===== config.mk =====
export PLATFORM = sky130hd
export DESIGN_NAME = gpc_pin_config_bank
export DESIGN_NICKNAME = d
export VERILOG_FILES = /design/src/shared/gpc_pkg.sv /design/src/gpc_pin_config_bank.sv
export SDC_FILE = /design/constraint.sdc
export NUM_CORES = 1
export LEC_CHECK = 0
export BUFFER_PORTS_ARGS = -buffer_cell sky130_fd_sc_hd__buf_2
export CAP_MARGIN = 0
export CORE_ASPECT_RATIO = 1.1
export CORE_MARGIN = 3
export CORE_UTILIZATION = 46
export DETAILED_ROUTE_END_ITERATION = 7
export GPL_TIMING_DRIVEN = 0
export PLACE_DENSITY_LB_ADDON = 0.08
export REMOVE_ABC_BUFFERS = 1
export SLEW_MARGIN = 20
export SYNTH_ARGS = -nofsm -noshare
export SYNTH_HDL_FRONTEND = slang
export SYNTH_SLANG_ARGS = --single-unit
export TNS_END_PERCENT = 20

===== constraint.sdc =====
create_clock -name pclk -period 1.65 [get_ports pclk]
set_input_delay 0.4125 -clock pclk [delete_from_list [all_inputs] [get_ports pclk]]
set_output_delay 0.4125 -clock pclk [all_outputs]
set_load 0.05 [all_outputs]

===== src/shared/gpc_pkg.sv =====
// Purpose: Shared constants and types for the pin configuration bank.
// Assumes: Register index times four gives the APB byte address.
// Notes:   Pin slots are 0..5 for pins 3.7, 4.0, 4.1, 4.2, 4.3, 5.0.
package gpc_pkg;
    localparam int GPC_NPINS = 6;
    localparam int GPC_AW    = 12;
    localparam int GPC_IRQ_W = 3;
    // ****************************************************************
    // Pin slots
    // ****************************************************************
    localparam int GPC_P37 = 0;
    localparam int GPC_P40 = 1;
    localparam int GPC_P41 = 2;
    localparam int GPC_P42 = 3;
    localparam int GPC_P43 = 4;
    localparam int GPC_P50 = 5;
    // ****************************************************************
    // Register indices
    // ****************************************************************
    localparam logic [7:0] GPC_CFG_IDX [GPC_NPINS] =
        '{8'h3A, 8'h3B, 8'h3C, 8'h3D, 8'h3E, 8'h3F};
    localparam logic [7:0] GPC_IDX_DOUT = 8'h48;
    localparam logic [7:0] GPC_IDX_DIN  = 8'h49;
    localparam logic [7:0] GPC_IDX_IST  = 8'h4A;
    localparam logic [7:0] GPC_IDX_IMSK = 8'h4B;
    localparam logic [7:0] GPC_IDX_LOCK = 8'h4C;
    // ****************************************************************
    // Reset values and writable bits
    // ****************************************************************
    localparam logic [7:0] GPC_CFG_RST = 8'h01;
    localparam logic [7:0] GPC_CFG_WMASK [GPC_NPINS] =
        '{8'h87, 8'h87, 8'h8F, 8'h87, 8'h8F, 8'h83};
    // ****************************************************************
    // Alternate function encodings
    // ****************************************************************
    localparam logic [1:0] GPC_ALT_GPIO  = 2'h0;
    localparam logic [1:0] GPC_ALT41_DEN = 2'h1;
    localparam logic [1:0] GPC_ALT41_EDG = 2'h2;
    localparam logic [1:0] GPC_ALT43_LCK = 2'h1;
    localparam logic [1:0] GPC_ALT43_EDG = 2'h3;
    // ****************************************************************
    // Interrupt status bits
    // ****************************************************************
    localparam int GPC_IRQ_EDGE2 = 0;
    localparam int GPC_IRQ_EDGE3 = 1;
    localparam int GPC_IRQ_LOCK  = 2;
    typedef struct packed {
        logic       open_drain;
        logic [2:0] rsvd;
        logic [1:0] alt;
        logic       invert;
        logic       dir_in;
    } gpc_cfg_s;
endpackage


===== src/gpc_pin_config_bank.sv =====
// Purpose: Configuration and pin drive logic for six GPIO pins.
// Assumes: Pin inputs are synchronous to pclk; presetn is standby POR.
// Notes:   main_reset stands for main-power POR and hard reset.
// Summary of operation
// - Bit 0 set makes the pin an input, clear makes it an output.
// - Bit 1 set inverts the signal between pin and logic.
// - Bit 7 set gives open-drain drive, clear gives push-pull.
// - Pin 3.7 bit 2 set routes the address line mask to the pin.
// - Pin 4.0 bit 2 set routes drive density select 0.
// - Pin 4.1 bits 3:2: 10 edge interrupt 2, 01 density select 1.
// - Pin 4.2 bit 2 set routes the power event signal.
// - Power event output with no inversion is active low, any driver.
// - Pin 4.3 bits 3:2 equal 11 select edge interrupt input 3.
// - Pin 4.3 mode 01 is lock control; pin is a plain input.
// - Lock mode bits ignore writes; only the resets clear them.
// - Lock mode and pin 4.3 high make the disable register read-only.
// - Lock mode and pin 4.3 low let the disable register be written.
//
// Chosen here: the APB slave port.
module gpc_pin_config_bank
    import gpc_pkg::*;
(
    input  wire logic                 pclk,                   // APB clock
    input  wire logic                 presetn,                // Standby POR, low
    input  wire logic                 main_reset,             // Main POR or hard reset
    input  wire logic                 psel,                   // APB select
    input  wire logic                 penable,                // APB enable
    input  wire logic                 pwrite,                 // APB write
    input  wire logic [GPC_AW-1:0]    paddr,                  // APB byte address
    input  wire logic [31:0]          pwdata,                 // APB write data
    output logic      [31:0]          prdata,                 // APB read data
    output logic                      pready,                 // APB ready
    output logic                      pslverr,                // APB error
    input  wire logic [GPC_NPINS-1:0] pin_in,                 // Pad input levels
    output logic      [GPC_NPINS-1:0] pin_out,                // Pad output levels
    output logic      [GPC_NPINS-1:0] pin_oe,                 // Pad drive enables
    input  wire logic                 address_line_mask,      // Mask function level
    input  wire logic                 drive_density_select_0, // Density select 0
    input  wire logic                 drive_density_select_1, // Density select 1
    input  wire logic                 power_event_req,        // Power event, high
    output logic                      ddr_writable,           // Disable reg writable
    output logic                      irq                     // Interrupt, high
);
    // ****************************************************************
    // Storage
    // ****************************************************************
    gpc_cfg_s               cfg_reg  [GPC_NPINS];
    gpc_cfg_s               cfg_next [GPC_NPINS];
    logic [GPC_NPINS-1:0]   dout_reg;
    logic [GPC_NPINS-1:0]   dout_next;
    logic [GPC_NPINS-1:0]   din_reg;
    logic [GPC_NPINS-1:0]   prev_reg;
    logic [GPC_IRQ_W-1:0]   ist_reg;
    logic [GPC_IRQ_W-1:0]   ist_next;
    logic [GPC_IRQ_W-1:0]   imsk_reg;
    logic [GPC_IRQ_W-1:0]   imsk_next;
    logic [31:0]            prdata_reg;
    logic                   pready_reg;
    logic                   pslverr_reg;
    logic [GPC_NPINS-1:0]   pin_out_reg;
    logic [GPC_NPINS-1:0]   pin_oe_reg;
    logic                   ddr_wr_reg;
    logic                   irq_reg;

    // ****************************************************************
    // APB decode
    // ****************************************************************
    wire        [7:0] reg_idx  = paddr[9:2];
    wire              aligned  = (paddr[1:0] == 2'h0) && (paddr[GPC_AW-1:10] == '0);
    wire              setup    = psel && !penable;
    wire              wr_en    = psel && penable && pwrite && pready_reg;
    wire              hit_dout = aligned && (reg_idx == GPC_IDX_DOUT);
    wire              hit_din  = aligned && (reg_idx == GPC_IDX_DIN);
    wire              hit_ist  = aligned && (reg_idx == GPC_IDX_IST);
    wire              hit_imsk = aligned && (reg_idx == GPC_IDX_IMSK);
    wire              hit_lock = aligned && (reg_idx == GPC_IDX_LOCK);
    logic [GPC_NPINS-1:0] hit_cfg;
    wire              hit_any  = (|hit_cfg) || hit_dout || hit_din || hit_ist
                                 || hit_imsk || hit_lock;

    // ****************************************************************
    // Mode decode
    // ****************************************************************
    wire lock_mode = (cfg_reg[GPC_P43].alt == GPC_ALT43_LCK);
    wire edge2_on  = (cfg_reg[GPC_P41].alt == GPC_ALT41_EDG);
    wire edge3_on  = (cfg_reg[GPC_P43].alt == GPC_ALT43_EDG);
    logic [GPC_NPINS-1:0] alt_on;
    logic [GPC_NPINS-1:0] alt_val;
    logic [GPC_NPINS-1:0] force_in;
    logic [GPC_NPINS-1:0] in_val;
    logic [GPC_NPINS-1:0] oe_next;
    logic [GPC_NPINS-1:0] out_next;

    assign alt_on[GPC_P37]  = cfg_reg[GPC_P37].alt[0];
    assign alt_val[GPC_P37] = address_line_mask;
    assign alt_on[GPC_P40]  = cfg_reg[GPC_P40].alt[0];
    assign alt_val[GPC_P40] = drive_density_select_0;
    assign alt_on[GPC_P41]  = (cfg_reg[GPC_P41].alt == GPC_ALT41_DEN);
    assign alt_val[GPC_P41] = drive_density_select_1;
    assign alt_on[GPC_P42]  = cfg_reg[GPC_P42].alt[0];
    assign alt_val[GPC_P42] = !power_event_req;
    assign alt_on[GPC_P43]  = 1'b0;
    assign alt_val[GPC_P43] = 1'b0;
    assign alt_on[GPC_P50]  = 1'b0;
    assign alt_val[GPC_P50] = 1'b0;
    assign force_in         = lock_mode ? (GPC_NPINS)'(1 << GPC_P43) : '0;

    // ****************************************************************
    // Per-pin drive and configuration update
    // ****************************************************************
    for (genvar i = 0; i < GPC_NPINS; i++) begin : g_pin
        wire [7:0] merged = (cfg_reg[i] & ~GPC_CFG_WMASK[i])
                            | (pwdata[7:0] & GPC_CFG_WMASK[i]);
        wire [7:0] wr_val = (wr_en && hit_cfg[i]) ? merged : cfg_reg[i];
        wire       core   = alt_on[i] ? alt_val[i] : dout_reg[i];
        wire       inv    = cfg_reg[i].invert && !force_in[i];
        wire       drv    = core ^ inv;
        wire       is_out = !cfg_reg[i].dir_in && !force_in[i];
        assign hit_cfg[i] = aligned && (reg_idx == GPC_CFG_IDX[i]);
        assign in_val[i]  = pin_in[i] ^ inv;
        assign oe_next[i]  = is_out && (!cfg_reg[i].open_drain || !drv);
        assign out_next[i] = is_out && !cfg_reg[i].open_drain && drv;
        if (i == GPC_P43) begin : g_lock
            wire [1:0] alt43 = main_reset ? GPC_ALT_GPIO :
                               lock_mode ? cfg_reg[i].alt : wr_val[3:2];
            assign cfg_next[i] = gpc_cfg_s'({wr_val[7:4], alt43, wr_val[1:0]});
        end else begin : g_plain
            assign cfg_next[i] = gpc_cfg_s'(wr_val);
        end
        a_dir_input_oe: assert property (@(posedge pclk) disable iff (!presetn)
            cfg_reg[i].dir_in |=> !pin_oe[i])
            else $error("Input pin is driven.");
        a_open_drain_hi: assert property (@(posedge pclk) disable iff (!presetn)
            cfg_reg[i].open_drain |=> !(pin_oe[i] && pin_out[i]))
            else $error("Open drain pin drives high.");
        a_rsvd_zero: assert property (@(posedge pclk) disable iff (!presetn)
            cfg_reg[i].rsvd == 3'h0)
            else $error("Reserved bits are set.");
        a_cfg_write: assert property (@(posedge pclk) disable iff (!presetn)
            (wr_en && hit_cfg[i] && !lock_mode && !main_reset) |=>
            cfg_reg[i] == gpc_cfg_s'($past(pwdata[7:0]) & GPC_CFG_WMASK[i]))
            else $error("Config write not as masked.");
        a_dir_output_oe: assert property (@(posedge pclk) disable iff (!presetn)
            (!cfg_reg[i].dir_in && !cfg_reg[i].open_drain && !force_in[i]) |=> pin_oe[i])
            else $error("Push-pull output not driven.");
    end

    // ****************************************************************
    // Interrupt events and software registers
    // ****************************************************************
    logic [GPC_IRQ_W-1:0] ev;
    wire                  chg = |(in_val ^ prev_reg);
    assign ev[GPC_IRQ_EDGE2] = edge2_on && (in_val[GPC_P41] != prev_reg[GPC_P41]);
    assign ev[GPC_IRQ_EDGE3] = edge3_on && (in_val[GPC_P43] != prev_reg[GPC_P43]);
    assign ev[GPC_IRQ_LOCK]  = lock_mode && (in_val[GPC_P43] != prev_reg[GPC_P43]);
    wire [GPC_IRQ_W-1:0] w1c = (wr_en && hit_ist) ? pwdata[GPC_IRQ_W-1:0] : '0;
    assign ist_next  = (ist_reg & ~w1c) | ev;
    assign imsk_next = (wr_en && hit_imsk) ? pwdata[GPC_IRQ_W-1:0] : imsk_reg;
    assign dout_next = (wr_en && hit_dout) ? pwdata[GPC_NPINS-1:0] : dout_reg;

    a_lock_flag: assert property (@(posedge pclk) disable iff (!presetn)
        ev[GPC_IRQ_LOCK] |=> ist_reg[GPC_IRQ_LOCK])
        else $error("Lock pin change not flagged.");

    a_status_clear: assert property (@(posedge pclk) disable iff (!presetn)
        (wr_en && hit_ist && pwdata[GPC_IRQ_EDGE2] && !ev[GPC_IRQ_EDGE2]) |=>
        !ist_reg[GPC_IRQ_EDGE2])
        else $error("Status bit not cleared.");

    a_edge2_only: assert property (@(posedge pclk) disable iff (!presetn)
        (!edge2_on && !ist_reg[GPC_IRQ_EDGE2]) |=> !ist_reg[GPC_IRQ_EDGE2])
        else $error("Edge 2 flagged outside its mode.");

    a_mask_write: assert property (@(posedge pclk) disable iff (!presetn)
        (wr_en && hit_imsk) |=> imsk_reg == $past(pwdata[GPC_IRQ_W-1:0]))
        else $error("Mask write lost.");

    a_dout_write: assert property (@(posedge pclk) disable iff (!presetn)
        (wr_en && hit_dout) |=> dout_reg == $past(pwdata[GPC_NPINS-1:0]))
        else $error("Data write lost.");

    // ****************************************************************
    // Read data
    // ****************************************************************
    logic [7:0] cfg_rd;
    always_comb begin
        cfg_rd = 8'h00;
        for (int k = 0; k < GPC_NPINS; k++) begin
            cfg_rd = cfg_rd | (hit_cfg[k] ? cfg_reg[k] : 8'h00);
        end
    end
    wire [31:0] rd_mux = {24'h000000, cfg_rd}
                       | (hit_dout ? {26'h0, dout_reg} : 32'h0)
                       | (hit_din  ? {26'h0, din_reg}  : 32'h0)
                       | (hit_ist  ? {29'h0, ist_reg}  : 32'h0)
                       | (hit_imsk ? {29'h0, imsk_reg} : 32'h0)
                       | (hit_lock ? {30'h0, ddr_wr_reg, lock_mode} : 32'h0);

    // ****************************************************************
    // Clocked state
    // ****************************************************************
    always_ff @(posedge pclk or negedge presetn) begin
        if (!presetn) begin
            for (int k = 0; k < GPC_NPINS; k++) begin
                cfg_reg[k] <= gpc_cfg_s'(GPC_CFG_RST);
            end
            dout_reg <= '0;
            din_reg  <= '0;
            prev_reg <= '0;
            ist_reg  <= '0;
            imsk_reg <= '0;
        end else begin
            for (int k = 0; k < GPC_NPINS; k++) begin
                cfg_reg[k] <= cfg_next[k];
            end
            dout_reg <= dout_next;
            din_reg  <= in_val;
            prev_reg <= in_val;
            ist_reg  <= ist_next;
            imsk_reg <= imsk_next;
        end
    end

    // Bus answer is prepared in the setup cycle, so access has no wait.
    always_ff @(posedge pclk or negedge presetn) begin
        if (!presetn) begin
            prdata_reg  <= 32'h00000000;
            pready_reg  <= 1'b0;
            pslverr_reg <= 1'b0;
        end else begin
            pready_reg  <= setup;
            pslverr_reg <= setup && !hit_any;
            prdata_reg  <= (setup && !pwrite) ? rd_mux : 32'h00000000;
        end
    end

    // ****************************************************************
    // Bus protocol checks
    // ****************************************************************
    a_ready_setup: assert property (@(posedge pclk) disable iff (!presetn)
        (psel && !penable) |=> pready)
        else $error("No answer after setup.");

    a_ready_pulse: assert property (@(posedge pclk) disable iff (!presetn)
        pready |=> !pready)
        else $error("Ready held too long.");

    a_err_unmapped: assert property (@(posedge pclk) disable iff (!presetn)
        (psel && !penable && !hit_any) |=> (pready && pslverr))
        else $error("Unmapped access not refused.");

    a_err_mapped: assert property (@(posedge pclk) disable iff (!presetn)
        (psel && !penable && hit_any) |=> !pslverr)
        else $error("Mapped access refused.");

    a_read_idle: assert property (@(posedge pclk) disable iff (!presetn)
        !pready |-> (prdata == 32'h00000000))
        else $error("Read data outside access.");

    always_ff @(posedge pclk or negedge presetn) begin
        if (!presetn) begin
            pin_out_reg <= '0;
            pin_oe_reg  <= '0;
            ddr_wr_reg  <= 1'b1;
            irq_reg     <= 1'b0;
        end else begin
            pin_out_reg <= out_next;
            pin_oe_reg  <= oe_next;
            ddr_wr_reg  <= !(lock_mode && pin_in[GPC_P43]);
            irq_reg     <= |(ist_next & imsk_next);
        end
    end

    // ****************************************************************
    // Lock mode checks
    // ****************************************************************
    a_main_clears: assert property (@(posedge pclk) disable iff (!presetn)
        main_reset |=> (cfg_reg[GPC_P43].alt == GPC_ALT_GPIO))
        else $error("Main reset left pin 4.3 mode.");

    a_lock_write_kept: assert property (@(posedge pclk) disable iff (!presetn)
        (lock_mode && !main_reset && wr_en && hit_cfg[GPC_P43]) |=>
        (cfg_reg[GPC_P43][1:0] == $past(pwdata[1:0])))
        else $error("Lock mode blocked other bits.");

    a_lock_plain_in: assert property (@(posedge pclk) disable iff (!presetn)
        lock_mode |-> (in_val[GPC_P43] == pin_in[GPC_P43]))
        else $error("Lock pin input inverted.");

    a_unlocked_ddr: assert property (@(posedge pclk) disable iff (!presetn)
        !lock_mode |=> ddr_writable)
        else $error("Disable register locked outside lock mode.");

    assign prdata       = prdata_reg;
    assign pready       = pready_reg;
    assign pslverr      = pslverr_reg;
    assign pin_out      = pin_out_reg;
    assign pin_oe       = pin_oe_reg;
    assign ddr_writable = ddr_wr_reg;
    assign irq          = irq_reg;

    // ****************************************************************
    // Checks
    // ****************************************************************
    a_polarity_in: assert property (@(posedge pclk) disable iff (!presetn)
        (cfg_reg[GPC_P37].invert && !chg) |=> din_reg[GPC_P37] == !$past(pin_in[GPC_P37]))
        else $error("Input polarity wrong.");
    a_mask_route: assert property (@(posedge pclk) disable iff (!presetn)
        (cfg_reg[GPC_P37] == gpc_cfg_s'(8'h04)) |=>
        pin_oe[GPC_P37] && pin_out[GPC_P37] == $past(address_line_mask))
        else $error("Mask function not routed.");
    a_density0_out: assert property (@(posedge pclk) disable iff (!presetn)
        (cfg_reg[GPC_P40] == gpc_cfg_s'(8'h04)) |=>
        pin_out[GPC_P40] == $past(drive_density_select_0))
        else $error("Density select 0 not routed.");
    a_density1_out: assert property (@(posedge pclk) disable iff (!presetn)
        (cfg_reg[GPC_P41] == gpc_cfg_s'(8'h04)) |=>
        pin_out[GPC_P41] == $past(drive_density_select_1))
        else $error("Density select 1 not routed.");
    a_edge2_flag: assert property (@(posedge pclk) disable iff (!presetn)
        ev[GPC_IRQ_EDGE2] |=> ist_reg[GPC_IRQ_EDGE2])
        else $error("Edge 2 not flagged.");
    a_pme_active_low: assert property (@(posedge pclk) disable iff (!presetn)
        (cfg_reg[GPC_P42] == gpc_cfg_s'(8'h04) && power_event_req) |=>
        pin_oe[GPC_P42] && !pin_out[GPC_P42])
        else $error("Power event not low.");
    a_edge3_flag: assert property (@(posedge pclk) disable iff (!presetn)
        (edge3_on && in_val[GPC_P43] != prev_reg[GPC_P43]) |=> ist_reg[GPC_IRQ_EDGE3])
        else $error("Edge 3 not flagged.");
    a_lock_input: assert property (@(posedge pclk) disable iff (!presetn)
        lock_mode |=> !pin_oe[GPC_P43])
        else $error("Lock pin driven.");
    a_lock_sticky: assert property (@(posedge pclk) disable iff (!presetn)
        (lock_mode && !main_reset) |=> lock_mode)
        else $error("Lock mode left without reset.");
    a_ddr_readonly: assert property (@(posedge pclk) disable iff (!presetn)
        (lock_mode && pin_in[GPC_P43]) |=> !ddr_writable)
        else $error("Disable register not locked.");
    a_ddr_writable: assert property (@(posedge pclk) disable iff (!presetn)
        (lock_mode && !pin_in[GPC_P43]) |=> ddr_writable)
        else $error("Disable register not writable.");
    a_alt_replaces: assert property (@(posedge pclk) disable iff (!presetn)
        (cfg_reg[GPC_P42] == gpc_cfg_s'(8'h06)) |=>
        pin_out[GPC_P42] == $past(power_event_req))
        else $error("Inverted function not carried.");
    a_irq_level: assert property (@(posedge pclk) disable iff (!presetn)
        irq == |(ist_reg & imsk_reg))
        else $error("Interrupt level wrong.");
    a_gpio_data: assert property (@(posedge pclk) disable iff (!presetn)
        (cfg_reg[GPC_P50] == gpc_cfg_s'(8'h00)) |=>
        (pin_oe[GPC_P50] && pin_out[GPC_P50] == $past(dout_reg[GPC_P50])))
        else $error("Plain output not carried.");
    a_rsvd41_gpio: assert property (@(posedge pclk) disable iff (!presetn)
        (cfg_reg[GPC_P41] == gpc_cfg_s'(8'h0C)) |=> pin_out[GPC_P41] == $past(dout_reg[GPC_P41]))
        else $error("Reserved mode not plain output.");
endmodule


After elaboration in Yosys (flattened, before gate mapping)
Index checks and enable logic that the tools add are counted.
{ "totals": {"register_bits": 114, "inputBits": 60, "out_inout_bits": 48, "word_cells": 220} }
{ "op_classes": {"n_eq_ne": 18, "mux": 22, "n_bitwise": 32, "reduce_logical": 107} }
{ "op_table": {"columns": ["cell", "n"], "rows": [
  ["logical AND 1 bit", 61],
  ["equality test 8 x 6 -> 1 bit, second input constant", 6],
  ["2-to-1 mux 8 bit", 6],
  ["bitwise OR 7 x 8 -> 8 bit", 6],
  ["equality test 8 x 7 -> 1 bit, second input constant", 5],
  ["bitwise OR 8 bit", 5],
  ["2-to-1 mux 32 bit", 1],
  ["zero test 1 bit", 28],
  ["bitwise OR 8 x 3 -> 8 bit", 2],
  ["bitwise OR 8 x 6 -> 8 bit", 2],
  ["2-to-1 mux 3 bit", 4],
  ["2-to-1 mux 6 bit", 2],
  ["XOR 1 bit", 12],
  ["logical OR 1 bit", 11],
  ["bitwise OR 8 x 2 -> 8 bit", 1],
  ["AND 3 bit", 2],
  ["2-to-1 mux 2 bit", 3],
  ["OR reduction 6 bit", 1],
  ["2-to-1 mux 5 bit", 1],
  ["equality test 2 x 1 -> 1 bit, second input constant", 2],
  ["equality test 2 bit, second input constant", 2],
  ["zero test 2 bit", 2],
  ["2-to-1 mux 1 bit", 4],
  ["2-to-1 mux 4 bit", 1],
  ["other kinds (8)", 9]
]} }

Depth between registers and ports, before layout
{ "logic_depth": {"depth_word": 15, "ltp_mapped": 7, "mapped_depth_nobuf": 5} }

Worst setup path before layout
OpenSTA, ideal clock, no wires.
{ "synth_timing": {"path_kind": "in2reg", "from": "in paddr[4]", "to": "reg irq_reg, in the netlist irq", "setup_ps": 126, "arrival_time_ps": 1959, "required_ps": 1524, "setup_slack_ps": -435, "cell_stages": 5, "path_buffers": 1, "cell_sequence": "buf_6 > nor4b_4 > and4_4 > mux2_2 > a221o_1"} }
{ "synth_between": {"elab_cells_between_ends": 13, "cone_classes": "eq/ne: 2; mux: 2; bitwise: 4; reduce/logical: 5"} }
{ "synth_rtl": {"columns": ["element", "line", "source"], "rows": [
  ["from (decl)", "gpc_pin_config_bank.sv:29", "input wire logic [GPC_AW-1:0] paddr,"],
  ["equality test 8 x 7 -> 1 bit", "gpc_pin_config_bank.sv:75", "wire hit_imsk = aligned && (reg_idx == GPC_IDX_IMSK);"],
  ["logical AND 1 bit", "gpc_pin_config_bank.sv:75", null],
  ["logical AND 1 bit", "gpc_pin_config_bank.sv:158", "assign imsk_next = (wr_en && hit_imsk) ? pwdata[GPC_IRQ_W-1:0] : imsk_reg;"],
  ["2-to-1 mux 3 bit", "gpc_pin_config_bank.sv:158", null],
  ["via imsk_next[2]", "gpc_pin_config_bank.sv:56", "logic [GPC_IRQ_W-1:0] imsk_next;"],
  ["AND 3 bit", "gpc_pin_config_bank.sv:270", "irq_reg <= |(ist_next & imsk_next);"],
  ["OR reduction 3 bit", "gpc_pin_config_bank.sv:270", null],
  ["to (signal assigned)", "gpc_pin_config_bank.sv:270", null],
  ["to (decl)", "gpc_pin_config_bank.sv:63", "logic irq_reg;"]
]} }
The timed path passes the listed nets, and every way through them passes these cells.
A chain may end at the register's enable or synchronous reset.

Worst setup path after layout
{ "layout_timing": {"from": "reg pready_reg, in the netlist pready", "to": "reg irq_reg, in the netlist irq"} }
{ "layout_between": {"elab_cells_between_ends": 10, "cone_classes": "mux: 2; bitwise: 4; reduce/logical: 4"} }
{ "layout_rtl": {"columns": ["element", "line", "source"], "rows": [
  ["from (decl)", "gpc_pin_config_bank.sv:58", "logic pready_reg;"],
  ["from (signal assigned)", "gpc_pin_config_bank.sv:231", "pready_reg <= setup;"],
  ["logical AND 1 bit", "gpc_pin_config_bank.sv:71", "wire wr_en = psel && penable && pwrite && pready_reg;"],
  ["logical AND 1 bit", "gpc_pin_config_bank.sv:158", null],
  ["2-to-1 mux 3 bit", "gpc_pin_config_bank.sv:158", null],
  ["via imsk_next[0]", "gpc_pin_config_bank.sv:56", null],
  ["AND 3 bit", "gpc_pin_config_bank.sv:270", null],
  ["OR reduction 3 bit", "gpc_pin_config_bank.sv:270", null]
]} }
The timed path passes the listed nets, and every way through them passes these cells.

==> impl_metrics.csv <==
group,metric,value,unit
global_route,grt_max_degree,43,
final_layout,postLayoutCoreUtil,58.6,%
status,violations,"setup timing",
global_route,grt_pass1_vias,2399,
timing,clock.fmax,585,MHz
route,first_iter_violations,156,
clock_tree,cts_tree,"built",
logic_synthesis,netlist.area_leader.share,45.7,%
route,drt_first_pass_iters,4,
logic_synthesis,synth_cell_type_count,52,
logic_synthesis,yosysTopAreaCell,"dfrtp_1",
flow_run,maxCapViolCount,0,
setup_path,critPathLaunchType,"flop",
setup_path,critPathMaxStageDelay,0.36,ns
final_layout,antenna_cells,0,
setup_path,slowest_stage,"dfrtp_1",
clock_tree,htreeDepth,3,
clock_tree,ctsRootBufferMaster,"clkbuf_8",
clock_tree,clock_latency,0.36,ns
logic_synthesis,ys_top_cells_by_area,"dfrtp_1, mux2_2, dfstp_2",
power,vdd_drop_max,0.697,mV
setup_path,cp.required,1.89,ns
floorplanning,initial_core_util,48.7,%
setup_path,end_kind,"flop",
final_layout,nNetsFinal,412,
setup_path,critical_path.max_fanout,6,
logic_synthesis,yosys_warnings,0,
timing,skew,0.0105,ns
clock_tree,clock-sinks,67,
timing,min_period,1.71,ns
timing,hold_violations,0,
route,num_vias,2389,
setup_path,worstSetupPathType,"reg2reg",
route,drt-total-wl,8.21,mm
logic_synthesis,synth_edf_count,0,
clock_tree,cts.reportedPaths.clkPinSlew,0.07,ns
global_route,grt_util_all_layers,21.1,%
setup_path,path_common_cell,"and4_4",
logic_synthesis,syn_area,3290,um^2
final_layout,layout-drive-gt1-share,38.8,%
power,totalPowerFinal,0.00341,W
timing,setup_ws,-0.0593,ns
clock_tree,cts.path.max_buffers,2,
timing,rsz0062_at_grt,"true",
logic_synthesis,synthTopCellsByCount,"dfrtp_1, mux2_2, buf_4, nand2_1, o21ai_0",
power,p_leak,1.88,nW
floorplanning,die_x,86.6,um
timing,fin_tns_setup,-0.0677,ns
global_route,grt_pass1_wl,12.8,mm
route,route.detailed.drc,0,
timing,finalCritPeriodShare,104,%
clock_tree,cts_made_buffers,9,
route,drtAntennaViolNets,0,
place,hpwlAfterDp,5.72,mm
power,power.density,861,nW/um^2
logic_synthesis,yosysSeqAreaShare,51.3,%
logic_synthesis,async_flop_share,100,%
timing,maxSlewViolCount,0,
floorplanning,die_y,94.7,um
timing,whs,0.232,ns
floorplanning,io_pins,108,
timing,setup_viol,3,
setup_path,cp_data_arrival_time,1.95,ns
floorplanning,core,6750,um^2
place,io_buffers,58,
route,wl_per_cell,18.7,um
floorplanning,dieArea,8200,um^2
logic_synthesis,synth_most_common_cell,"dfrtp_1",
setup_path,crit_buf_inv,0,
logic_synthesis,avgSynthCellArea,11.7,um^2
status,status,"finished, violations left",
final_layout,areaGrowthSynthToFinish,20.4,%
global_route,antenna_found_initial,0,
setup_path,critical-path-top-delay-family,"simple AND/OR/NAND/NOR gates",
logic_synthesis,synth_seq_cells,67,
logic_synthesis,synth_cells,280,
setup_path,path_cells,"and4_4 > and4_4 > mux2_4 > a21boi_1 > a221o_1",
global_route,overflow,0,
place,routabilityCongestion,0.868,
route,vias_per_cell,5.45,
worst_hold_path,hp-class,"in2reg",
final_layout,largest_reg_flops,22,
floorplanning,rows,31,
logic_synthesis,synth_flop_cell,"dfrtp_1",
-- layer usage --
metal / vias up / track usage, % / wire length, um
met2: 102 / 31.6 / 3760
met3: 16 / 4.89 / 491
met1: 1168 / 28.9 / 3760
met4: 0 / 10.0 / 208
met5: - / 0 / 0
li1: 1103 / - / -
-- cells in the final DEF, fill, tap and decap left out, types with 9 or more instances in the layout --
| master | synthesis | routed |
|---|---|---|
| buf_2 | 2 | 52 |
| buf_4 | 24 | 9 |
| clkbuf_8 | 0 | 11 |
| conb_1 | 1 | 25 |
| nand3_1 | 9 | 9 |
| dfrtp_1 | 60 | 60 |
| nand2_1 | 17 | 17 |
| mux2_2 | 32 | 25 |
| o21ai_0 | 12 | 10 |
-- power by group --
part | switching, W | internal [W] | total (W)
Combinational | 0.000279 | 0.0000900 | 0.000369
Clock | 0.000604 | 0.000771 | 0.00137
Sequential | 0.00000643 | 0.00166 | 0.00166
Total | 0.000890 | 0.00252 | 0.00341
-- what timing repair did --
action,4_1_cts,5_1_grt
pin swaps,8,6
endpoints found under the hold margin,21,0
hold buffers,1,0
setup buffers,7,2
resized for setup,25,8
endpoints found under the setup margin,34,23
-- final cells by class --
type / count / area (um^2)
flip-flops and latches: 67 / 1690
clock inverters: 2 / 35.0
inverters: 6 / 22.5
clock buffers: 13 / 159
multi-input cells: 199 / 1530
repair buffers: 69 / 425
fillers: 581 / 2790
well taps: 82 / 103
-- through the flow --
step | std cells | cell area [um^2] | worst slack (ns)
2_1_floorplan | 272 | 3160 | -0.347
3_3_place_gp | 412 | 3550 | -0.820
3_5_place_dp | 413 | 3570 | -0.841
4_1_cts | 436 | 3920 | -0.0604
5_1_grt | 438 | 3960 | -0.120
6_report | 438 | 3960 | -0.0593
-- final timing paths --
path / start / to / slack [ns] / depth (start not counted)
worst max-delay path: pready / irq / -0.06 / 5
worst min-delay path: pin_in[0] / din_reg[0] / 0.23 / 2
worst min register to register: cfg_reg[47] / pin_out[0] / 0.49 / 1
worst max register to register: pready / irq / -0.06 / 5
max in group asynchronous: presetn / cfg_reg[8] / 0.55 / 3
min in group asynchronous: presetn / pin_oe[1] / 0.51 / 2
-- kinds of logic after synthesis --
group           count (synthesis)  share of synthesized area, %
mux                            42                          15.0
simple gates                   74                          13.5
compound gates                 43                          8.76
flops                          67                          51.3
other cells                     1                         0.114
xor+xnor                       15                          4.00
buf+inv                        38                          7.38
No activity file was read; power rests on OpenSTA's default activity.
